<file path="src/rtl/pmac_regs.vh">
`ifndef PMAC_REGS_VH
`define PMAC_REGS_VH

// register byte addresses on the peripheral bus
`define PMAC_ADDR_OPA_UPROD 16'h0130
`define PMAC_ADDR_OPA_SPROD 16'h0132
`define PMAC_ADDR_OPA_UACC 16'h0134
`define PMAC_ADDR_OPA_SACC 16'h0136
`define PMAC_ADDR_OPB 16'h0138
`define PMAC_ADDR_RES_LO 16'h013a
`define PMAC_ADDR_RES_HI 16'h013c
`define PMAC_ADDR_RES_EXT 16'h013e

// register indices after decode
`define PMAC_IDX_NONE 4'h0
`define PMAC_IDX_OPA 4'h1
`define PMAC_IDX_OPB 4'h2
`define PMAC_IDX_RES_LO 4'h3
`define PMAC_IDX_RES_HI 4'h4
`define PMAC_IDX_RES_EXT 4'h5

// operation modes, selected by the first operand address
`define PMAC_MODE_UPROD 2'h0
`define PMAC_MODE_SPROD 2'h1
`define PMAC_MODE_UACC 2'h2
`define PMAC_MODE_SACC 2'h3

// field layout and fixed values
`define PMAC_BYTE_LSB 0
`define PMAC_BYTE_MSB 7
`define PMAC_UPPER_BYTE_CLR 8'h00
`define PMAC_EXT_ZERO 16'h0000
`define PMAC_EXT_ONES 16'hffff
`define PMAC_EXT_CARRY 16'h0001
`define PMAC_RDATA_UNMAPPED 16'h0000

// reset values of control state
`define PMAC_MODE_RESET 2'h0
`define PMAC_RDATA_RESET 16'h0000

// cycles from second operand write to results
`define PMAC_RESULT_LATENCY 3

`endif

</file>
<file path="src/rtl/pmac_multiplier.v">
`timescale 1ns/100ps
`include "pmac_regs.vh"

// registered 16x16 multiplier, one cycle from in_valid to out_valid
module pmac_multiplier #(
    parameter WIDTH = 16
) (
    input wire clk,
    input wire srst,
    input wire in_valid,
    input wire is_signed,
    input wire [WIDTH-1:0] op_a,
    input wire [WIDTH-1:0] op_b,
    output wire out_valid,
    output wire [2*WIDTH-1:0] product
);

    wire signed [WIDTH:0] ext_a;
    wire signed [WIDTH:0] ext_b;
    wire signed [2*WIDTH+1:0] full_product;
    reg valid_reg;
    reg [2*WIDTH-1:0] product_reg;

    // one signed 17x17 array serves both modes; the extra bit is the sign or zero
    // RULE_08: two's complement product
    assign ext_a = {is_signed & op_a[WIDTH-1], op_a};
    assign ext_b = {is_signed & op_b[WIDTH-1], op_b};
    assign full_product = ext_a * ext_b;

    // valid flag is reset, the product word need not be
    always @(posedge clk) begin
        if (srst) begin
            valid_reg <= 1'b0;
        end else begin
            valid_reg <= in_valid;
        end
    end

    // low 32 bits hold the exact product in either mode
    always @(posedge clk) begin
        product_reg <= full_product[2*WIDTH-1:0];
    end

    assign out_valid = valid_reg;
    assign product = product_reg;

endmodule // pmac_multiplier

</file>
<file path="src/rtl/pmac_operand_reg.v">
`timescale 1ns/100ps
`include "pmac_regs.vh"

// one operand register; contents survive reset on purpose
module pmac_operand_reg #(
    parameter WIDTH = 16
) (
    input wire clk,
    input wire wen,
    input wire byte_wr,
    input wire [WIDTH-1:0] wdata,
    output wire [WIDTH-1:0] q
);

    reg [WIDTH-1:0] value_reg;
    reg [WIDTH-1:0] value_next;

    // byte writes zero the upper byte, so signed bytes need explicit extension
    always @* begin
        value_next = value_reg;
        if (wen) begin
            // RULE_13: byte or word
            if (byte_wr) begin
                // RULE_17: clear upper byte
                value_next = {{(WIDTH-8){1'b0}}, wdata[`PMAC_BYTE_MSB:`PMAC_BYTE_LSB]};
            end else begin
                value_next = wdata;
            end
        end
    end

    // no reset: operands are left unchanged by a system reset
    always @(posedge clk) begin
        value_reg <= value_next;
    end

    assign q = value_reg;

endmodule // pmac_operand_reg

</file>
<file path="src/rtl/pmac_top.v">
`timescale 1ns/100ps
`include "pmac_regs.vh"

// Function
// RULE_01: four first-operand addresses select the operation
// RULE_02: first-operand write stores operand, latches mode only
// RULE_03: second-operand write starts the latched operation
// RULE_04: all results valid three cycles later
// RULE_05: first operand and mode persist for reuse
// RULE_06: low result gets product bits 15..0
// RULE_07: unsigned product: upper half, extension zero
// RULE_08: signed product in two's complement, sign high
// RULE_09: signed modes: extension all ones when negative
// RULE_10: unsigned accumulate: extension holds carry out
// RULE_11: signed accumulate wraps as 32-bit value
// RULE_12: no overflow flag; extension shows true sign
// RULE_13: operands accept byte and word writes
// RULE_14: CPU waits one instruction for indirect reads
// RULE_15: CPU keeps interrupts off between operand writes
// RULE_16: accumulate adds product to held result pair
// RULE_17: byte write clears operand upper byte
module pmac_top #(
    parameter WIDTH = 16
) (
    input wire clk,
    input wire srst,
    input wire [15:0] per_addr,
    input wire [WIDTH-1:0] per_wdata,
    input wire per_wen,
    input wire per_byte,
    input wire per_ren,
    output wire [WIDTH-1:0] per_rdata,
    output wire busy,
    output wire result_valid
);

    // decode of a bus address into a register index
    // only the even word addresses decode; an odd address answers as unmapped
    function [3:0] reg_index;
        input [15:0] addr;
        begin
            case (addr)
                `PMAC_ADDR_OPA_UPROD: reg_index = `PMAC_IDX_OPA;
                `PMAC_ADDR_OPA_SPROD: reg_index = `PMAC_IDX_OPA;
                `PMAC_ADDR_OPA_UACC: reg_index = `PMAC_IDX_OPA;
                `PMAC_ADDR_OPA_SACC: reg_index = `PMAC_IDX_OPA;
                `PMAC_ADDR_OPB: reg_index = `PMAC_IDX_OPB;
                `PMAC_ADDR_RES_LO: reg_index = `PMAC_IDX_RES_LO;
                `PMAC_ADDR_RES_HI: reg_index = `PMAC_IDX_RES_HI;
                `PMAC_ADDR_RES_EXT: reg_index = `PMAC_IDX_RES_EXT;
                default: reg_index = `PMAC_IDX_NONE;
            endcase
        end
    endfunction

    // the operation implied by a first-operand address
    function [1:0] addr_mode;
        input [15:0] addr;
        begin
            case (addr)
                `PMAC_ADDR_OPA_SPROD: addr_mode = `PMAC_MODE_SPROD;
                `PMAC_ADDR_OPA_UACC: addr_mode = `PMAC_MODE_UACC;
                `PMAC_ADDR_OPA_SACC: addr_mode = `PMAC_MODE_SACC;
                default: addr_mode = `PMAC_MODE_UPROD;
            endcase
        end
    endfunction

    // true for either signed mode
    function is_signed_mode;
        input [1:0] mode;
        begin
            is_signed_mode = (mode == `PMAC_MODE_SPROD) || (mode == `PMAC_MODE_SACC);
        end
    endfunction

    // zero-extends the low byte of a bus word, as every byte write does
    // RULE_17: upper byte cleared
    function [WIDTH-1:0] byte_word;
        input [WIDTH-1:0] data;
        begin
            byte_word = {{(WIDTH-8){1'b0}}, data[`PMAC_BYTE_MSB:`PMAC_BYTE_LSB]};
        end
    endfunction

    // byte writes land only on the even (low) byte address
    wire wr_ok;
    wire [3:0] wr_idx;
    wire [3:0] rd_idx;
    wire wr_opa;
    wire wr_opb;
    wire wr_res_lo;
    wire wr_res_hi;

    wire [WIDTH-1:0] op_a;
    wire [WIDTH-1:0] op_b;
    wire mul_valid;
    wire [2*WIDTH-1:0] product;

    // control flags and the read data word are reset; operand, sum and result words are not, so reset fans out to few flops
    reg [1:0] mode_reg;
    reg [1:0] mode_next;
    reg start_reg;
    reg [1:0] start_mode_reg;
    reg [1:0] mul_mode_reg;
    reg sum_valid_reg;
    reg [2*WIDTH-1:0] sum_reg;
    reg [2*WIDTH-1:0] sum_next;
    reg [WIDTH-1:0] ext_reg;
    reg [WIDTH-1:0] ext_next;
    reg [WIDTH-1:0] res_lo_reg;
    reg [WIDTH-1:0] res_lo_next;
    reg [WIDTH-1:0] res_hi_reg;
    reg [WIDTH-1:0] res_hi_next;
    reg [WIDTH-1:0] res_ext_reg;
    reg [WIDTH-1:0] res_ext_next;
    reg [WIDTH-1:0] rdata_reg;
    reg [WIDTH-1:0] rdata_next;
    reg [WIDTH-1:0] wr_value;
    reg [2*WIDTH-1:0] acc_value;
    wire [2*WIDTH:0] usum;
    wire [2*WIDTH:0] ssum;

    // odd-address byte writes have no documented meaning and are dropped
    assign wr_ok = per_wen && !(per_byte && per_addr[0]);
    assign wr_idx = wr_ok ? reg_index(per_addr) : `PMAC_IDX_NONE;
    assign rd_idx = reg_index(per_addr);

    // RULE_02: store and latch only
    assign wr_opa = (wr_idx == `PMAC_IDX_OPA);
    // RULE_03: operand b write starts
    assign wr_opb = (wr_idx == `PMAC_IDX_OPB);
    assign wr_res_lo = (wr_idx == `PMAC_IDX_RES_LO);
    assign wr_res_hi = (wr_idx == `PMAC_IDX_RES_HI);

    // byte writes to result words follow the same zero-extension as operands
    always @* begin
        if (per_byte) begin
            wr_value = byte_word(per_wdata);
        end else begin
            wr_value = per_wdata;
        end
    end

    // operands have no reset, so they keep their values across a system reset
    // first operand, shared by all four mode addresses
    // RULE_05: kept between operations
    pmac_operand_reg #(
        .WIDTH(WIDTH)
    ) u_opa (
        .clk(clk),
        .wen(wr_opa),
        .byte_wr(per_byte),
        .wdata(per_wdata),
        .q(op_a)
    );

    // second operand; its write is also the start strobe
    pmac_operand_reg #(
        .WIDTH(WIDTH)
    ) u_opb (
        .clk(clk),
        .wen(wr_opb),
        .byte_wr(per_byte),
        .wdata(per_wdata),
        .q(op_b)
    );

    // mode selection follows the address of the last first-operand write
    always @* begin
        mode_next = mode_reg;
        // RULE_01: address picks the mode
        if (wr_opa) begin
            mode_next = addr_mode(per_addr);
        end
    end

    // an interrupt handler that rewrites the first operand replaces this mode
    always @(posedge clk) begin
        if (srst) begin
            mode_reg <= `PMAC_MODE_RESET;
        end else begin
            mode_reg <= mode_next;
        end
    end

    // pipe timing, counted from the edge e0 that takes the second operand:
    // e0 start_reg set, e1 product registered, e2 sum and extension registered,
    // e3 result registers loaded, so a read taken at e0+4 sees the new results
    // stage 0: the start strobe waits one edge so the operands are settled
    // RULE_03: launch the latched mode
    always @(posedge clk) begin
        if (srst) begin
            start_reg <= 1'b0;
        end else begin
            start_reg <= wr_opb;
        end
    end

    // the mode travels with its operands through the pipe
    // a first-operand write during a run changes only later operations
    always @(posedge clk) begin
        start_mode_reg <= mode_reg;
        mul_mode_reg <= start_mode_reg;
    end

    // stage 1: registered product
    // the signed flag comes from the mode captured with the start strobe
    pmac_multiplier #(
        .WIDTH(WIDTH)
    ) u_mul (
        .clk(clk),
        .srst(srst),
        .in_valid(start_reg),
        .is_signed(is_signed_mode(start_mode_reg)),
        .op_a(op_a),
        .op_b(op_b),
        .out_valid(mul_valid),
        .product(product)
    );

    // the accumulator takes a write-back or a CPU write landing in this same cycle,
    // so starts only one or two edges apart still chain their sums
    // RULE_16: newest accumulator value
    always @* begin
        acc_value = {res_hi_next, res_lo_next};
    end

    // both 33-bit sums are formed at once; the mode picks one below
    // RULE_10: carry lands in bit 32
    assign usum = {1'b0, product} + {1'b0, acc_value};
    // RULE_11: sign-extended, wraps in 32 bits
    assign ssum = {product[2*WIDTH-1], product} + {acc_value[2*WIDTH-1], acc_value};

    // stage 2: mode-specific result word and extension word
    // the extension follows the mode that travelled with this product
    always @* begin
        sum_next = product;
        ext_next = `PMAC_EXT_ZERO;
        case (mul_mode_reg)
            `PMAC_MODE_UPROD: begin
                // RULE_07: extension forced zero
                sum_next = product;
                ext_next = `PMAC_EXT_ZERO;
            end
            `PMAC_MODE_SPROD: begin
                // RULE_09: sign fills extension
                sum_next = product;
                ext_next = product[2*WIDTH-1] ? `PMAC_EXT_ONES : `PMAC_EXT_ZERO;
            end
            `PMAC_MODE_UACC: begin
                // RULE_16: add to result pair
                sum_next = usum[2*WIDTH-1:0];
                // RULE_10: carry into extension
                ext_next = usum[2*WIDTH] ? `PMAC_EXT_CARRY : `PMAC_EXT_ZERO;
            end
            `PMAC_MODE_SACC: begin
                // RULE_11: 32-bit wrapping sum
                sum_next = ssum[2*WIDTH-1:0];
                // RULE_12: true sign, no flag
                ext_next = ssum[2*WIDTH] ? `PMAC_EXT_ONES : `PMAC_EXT_ZERO;
            end
            default: begin
                sum_next = product;
                ext_next = `PMAC_EXT_ZERO;
            end
        endcase
    end

    // the write-back flag trails the product flag by one edge
    always @(posedge clk) begin
        if (srst) begin
            sum_valid_reg <= 1'b0;
        end else begin
            sum_valid_reg <= mul_valid;
        end
    end

    // sum and extension words carry no reset value
    // only the valid flag decides whether they are ever used
    always @(posedge clk) begin
        sum_reg <= sum_next;
        ext_reg <= ext_next;
    end

    // stage 3: result registers; the pipeline wins over a CPU write in the same cycle
    // a CPU write to the result pair is how software seeds the accumulator
    always @* begin
        res_lo_next = res_lo_reg;
        res_hi_next = res_hi_reg;
        res_ext_next = res_ext_reg;
        if (wr_res_lo) begin
            res_lo_next = wr_value;
        end
        if (wr_res_hi) begin
            res_hi_next = wr_value;
        end
        // RULE_04: all three together
        if (sum_valid_reg) begin
            // RULE_06: low word from bits 15..0
            res_lo_next = sum_reg[WIDTH-1:0];
            // RULE_07: upper half into high word
            res_hi_next = sum_reg[2*WIDTH-1:WIDTH];
            res_ext_next = ext_reg;
        end
    end

    // results are undefined after reset, so they are not reset
    always @(posedge clk) begin
        res_lo_reg <= res_lo_next;
        res_hi_reg <= res_hi_next;
        res_ext_reg <= res_ext_next;
    end

    // read data mux; unmapped addresses answer zero
    // the first operand reads back alike at all four mode addresses
    always @* begin
        case (rd_idx)
            `PMAC_IDX_OPA: rdata_next = op_a;
            `PMAC_IDX_OPB: rdata_next = op_b;
            `PMAC_IDX_RES_LO: rdata_next = res_lo_reg;
            `PMAC_IDX_RES_HI: rdata_next = res_hi_reg;
            `PMAC_IDX_RES_EXT: rdata_next = res_ext_reg;
            default: rdata_next = `PMAC_RDATA_UNMAPPED;
        endcase
    end

    // read data is registered and holds until the next read
    // RULE_14: direct read lands after results
    always @(posedge clk) begin
        if (srst) begin
            rdata_reg <= `PMAC_RDATA_RESET;
        end else if (per_ren) begin
            rdata_reg <= rdata_next;
        end
    end

    // busy covers the whole pipe, result_valid marks the write-back edge
    // the CPU itself relies on the fixed latency; these two are for observation
    assign busy = start_reg | mul_valid | sum_valid_reg;
    assign result_valid = sum_valid_reg;
    assign per_rdata = rdata_reg;

endmodule // pmac_top

</file>
<file path="config.mk">
export PLATFORM = sky130hd
export DESIGN_NAME = pmac_top
export DESIGN_NICKNAME = d
export VERILOG_FILES = /design/src/rtl/pmac_multiplier.v /design/src/rtl/pmac_operand_reg.v /design/src/rtl/pmac_top.v
export VERILOG_INCLUDE_DIRS = /design/src /design/src/rtl
export SDC_FILE = /design/constraint.sdc
export NUM_CORES = 1
export LEC_CHECK = 0
export ABC_AREA = 1
export ABC_CLOCK_PERIOD_IN_PS = 5400
export BUFFER_PORTS_ARGS = -buffer_cell sky130_fd_sc_hd__buf_2
export CAP_MARGIN = 20
export CORE_MARGIN = 5
export CORE_UTILIZATION = 59
export DETAILED_ROUTE_END_ITERATION = 6
export PLACE_DENSITY = 0.86
export SKIP_LAST_GASP = 1
export SYNTH_ARGS = -nofsm -noshare
export SYNTH_HDL_FRONTEND = slang
export SYNTH_HIERARCHICAL = 1
export SYNTH_SLANG_ARGS = --single-unit
export TNS_END_PERCENT = 30
</file>
<file path="constraint.sdc">
create_clock -name clk -period 5.4 [get_ports clk]
set_input_delay 0.81 -clock clk [delete_from_list [all_inputs] [get_ports clk]]
set_output_delay 0.81 -clock clk [all_outputs]
set_load 0.005 [all_outputs]
</file>
==> metrics.cfg <==
[run_status]
status = complete, but fails checks
failed_checks = DRC, setup timing

[final_layout]
final_nets = 3360
drive_gt1_share_pct = 19.16
n_antenna_cell = 0
nFillCells = 2354
area_growth_pct = 17.09

[setup_path]
crit_arrival_ns = 6.09
worst_path_largest_cell_delay_ns = 0.57
worstSetupStartpointType = flop
cp_max_fo = 13
r2r_cells = 25
crit_type = reg -> reg
cp_slowest_cell = fa_1
critPathCaptureType = flop
crit_required_ns = 5.72

[grt]
grt_pass1_wl_mm = 105.3
met1_usage_pct = 45.07
grt_pass1_vias = 19530
grtUsageTotal_pct = 35.31
busiest_layer = met2
grtUsageMet3_pct = 8.414
overflow = 0
grt_max_degree = 38
grtUsageMet2_pct = 55.15
antenna_found_initial = 2

[power_and_ir_drop]
irDropWorstVdd_v = 0.0002224
finalPower_mw = 2.796
p_leak_nw = 13.30
p_per_area_mw_per_mm2 = 118.4

[sta]
tightest_slew_ns = 1.083
rsz0062_at_grt = yes
layout_setup_ws_ns = -0.3695
period_needed_ns = 5.769
setup_viol = 18
finalHoldViolations = 0
clock_skew_ns = 0.01364
fin_crit_sh_pct = 106.8
slew_headroom_pct = 27.69
final_max_slew_viol_count = 0
fmax_mhz = 173.3

[synthesis]
yosysWarningCount = 6
synth_area_leaders = fa_1 (28%), nand2_1 (15%), inv_1 (12%)
syn_avg_cell_area_um2 = 7.333
ys_ff_latch = 157
synth_area_mm2 = 0.02017
ys_seq_area_share_pct = 17.27
synth_nets = 3184
synth.distinct_cells = 48
synthFlopType = dfxtp_1
synth_top_area_share_pct = 28.09
yosys.area.top_type = fa_1
synth_cells = 2750
synth_edf_count = 34
async_reset_ff_share_pct = 0

[clock_tree]
cts_root_buffer = clkbuf_16
htree_num_levels = 4
clockBufferDepth = 2
cts_buffers = 17
clk_latency_ns = 0.45
ctsHoldBuffers = 0
clk_pin_slew_ns = 0.08
cts_tree = yes
cts_sinks = 157

[place]
gp_congestion = 1.032
numPortBuffers = 54
hpwl_mm = 50.46
pre_cts_ws_ns = -0.3018

[floorplan]
die_y_um = 194.9
die_w_um = 194.9
core_area_mm2 = 0.03362
ioPinCount = 55
initial_utilization_pct = 59.99
die_area_mm2 = 0.03798
rows = 67

[drt]
wl_per_cell_um = 20.76
viasPerCell = 5.743
drcViolationCount = 32
ant_nets = 0
wirelength_mm = 70.33
first_iter_violations = 2668
drt_first_pass_iters = 7
num_vias = 19450

[worst_hold_path]
hold_path_class = reg -> reg
min_path_cells = 0

[run]
maxCapViolations = 0

## timing repair
item                                    CTS  global route
resized for setup                       106           105
pin swaps                                66           100
endpoints found under the setup margin   19            21
gates cloned                              0             1
buffers inserted                         19            23
## per-layer routing
layer | vias up | wire length [um]
li1 | 8459 | -
met1 | 8970 | 25310
met2 | 1526 | 30440
met3 | 494 | 8721
met4 | 4 | 5817
met5 | - | 32
## cell usage in the layout (no fill, tap or decap), types with 4 or more instances in the layout
cell type / count
nand2_4: 7
nor3_1: 9
xor2_1: 14
ha_4: 20
nand4_1: 45
a21oi_1: 42
buf_4: 173
clkbuf_16: 17
nor2_1: 127
or2_2: 41
nor2_2: 16
nand3b_1: 6
nand3_2: 15
xnor2_1: 16
clkinv_8: 4
nand2_2: 47
o21ai_1: 10
a21oi_4: 4
nand2_1: 758
buf_2: 55
nor2_4: 14
buf_6: 21
inv_1: 629
dfxtp_1: 122
a21oi_2: 24
ha_1: 94
nor3_2: 4
fa_1: 267
inv_8: 6
o21bai_1: 7
nand3_1: 152
edfxtp_1: 34
inv_2: 37
nor3_4: 5
a21o_1: 6
o21ai_0: 25
fa_2: 16
buf_12: 14
## path summary, 6_finish.rpt
kind | from | to | slack (ns)
min | start_mode_reg[1] | mul_mode_reg[1] | 0.34
max | u_opa/q[11] | u_mul/product[24] | -0.37
max reg2reg | u_opa/q[11] | u_mul/product[24] | -0.37
min reg2reg | start_mode_reg[1] | mul_mode_reg[1] | 0.34
## cells by family after synthesis
kind of cell / Yosys count / synth area share, %
fa+ha+maj: 397 / 35.17
simple gates: 1258 / 27.03
xor+xnor: 34 / 1.477
flops: 157 / 17.27
buf+inv: 778 / 15.29
compound gates: 126 / 3.760
## critical path: cells and delay by family, from the launching register on
kind,cells,cell delay (ns)
buffers and inverters,8,0.78
AND/OR/NAND/NOR,8,0.70
AO/OA/AOI/OAI,2,0.36
flip-flops,1,0.39
adder cells (fa/ha/maj),7,3.42
## cell usage after synthesis (all sizes together) (16+ instances only)
| cell type | instances |
|---|---|
| nand4 | 45 |
| inv | 668 |
| dfxtp | 123 |
| nand3 | 170 |
| fa | 283 |
| o21ai | 37 |
| a21oi | 70 |
| ha | 114 |
| or2 | 41 |
| xnor2 | 16 |
| xor2 | 18 |
| nor3 | 18 |
| nand2 | 813 |
| buf | 28 |
| nor2 | 157 |
| edfxtp | 34 |
| clkbuf | 78 |
## report_power, final
part / leakage [nW] / internal [mW] / total (mW) / switching (mW)
logic: 11.7 / 0.0938 / 0.302 / 0.208
registers: 1.31 / 1.21 / 1.23 / 0.0142
clock network: 0.300 / 0.636 / 1.27 / 0.629
total: 13.3 / 1.94 / 2.80 / 0.851
## per-stage QoR
stage / hold WS (ns) / instance area (um^2) / setup TNS [ns] / utilization [%] / std cells
2_1_floorplan: 0.3096 / 20190 / -0.002045 / - / 2750
3_3_place_gp: 0.3151 / 21870 / -1.544 / 65.06 / 3313
3_5_place_dp: 0.3197 / 21870 / -3.059 / 65.06 / 3313
4_1_cts: 0.3448 / 23160 / -0.1924 / 68.89 / 3363
5_1_grt: 0.3526 / 23610 / -4.998 / 70.24 / 3387
6_report: 0.3394 / 23610 / -3.404 / 70.24 / 3387
## final cells by class
class | instances | area, um^2 | area share [%]
Timing Repair Buffer | 264 | 2106 | 8.918
Tap cell | 448 | 560.5 | 2.374
Clock inverter | 15 | 186.4 | 0.7895
Multi-Input combinational cell | 1815 | 14320 | 60.65
Sequential cell | 157 | 3485 | 14.76
Inverter | 671 | 2529 | 10.71
Clock buffer | 17 | 425.4 | 1.802
(Power assumes the default switching activity.)
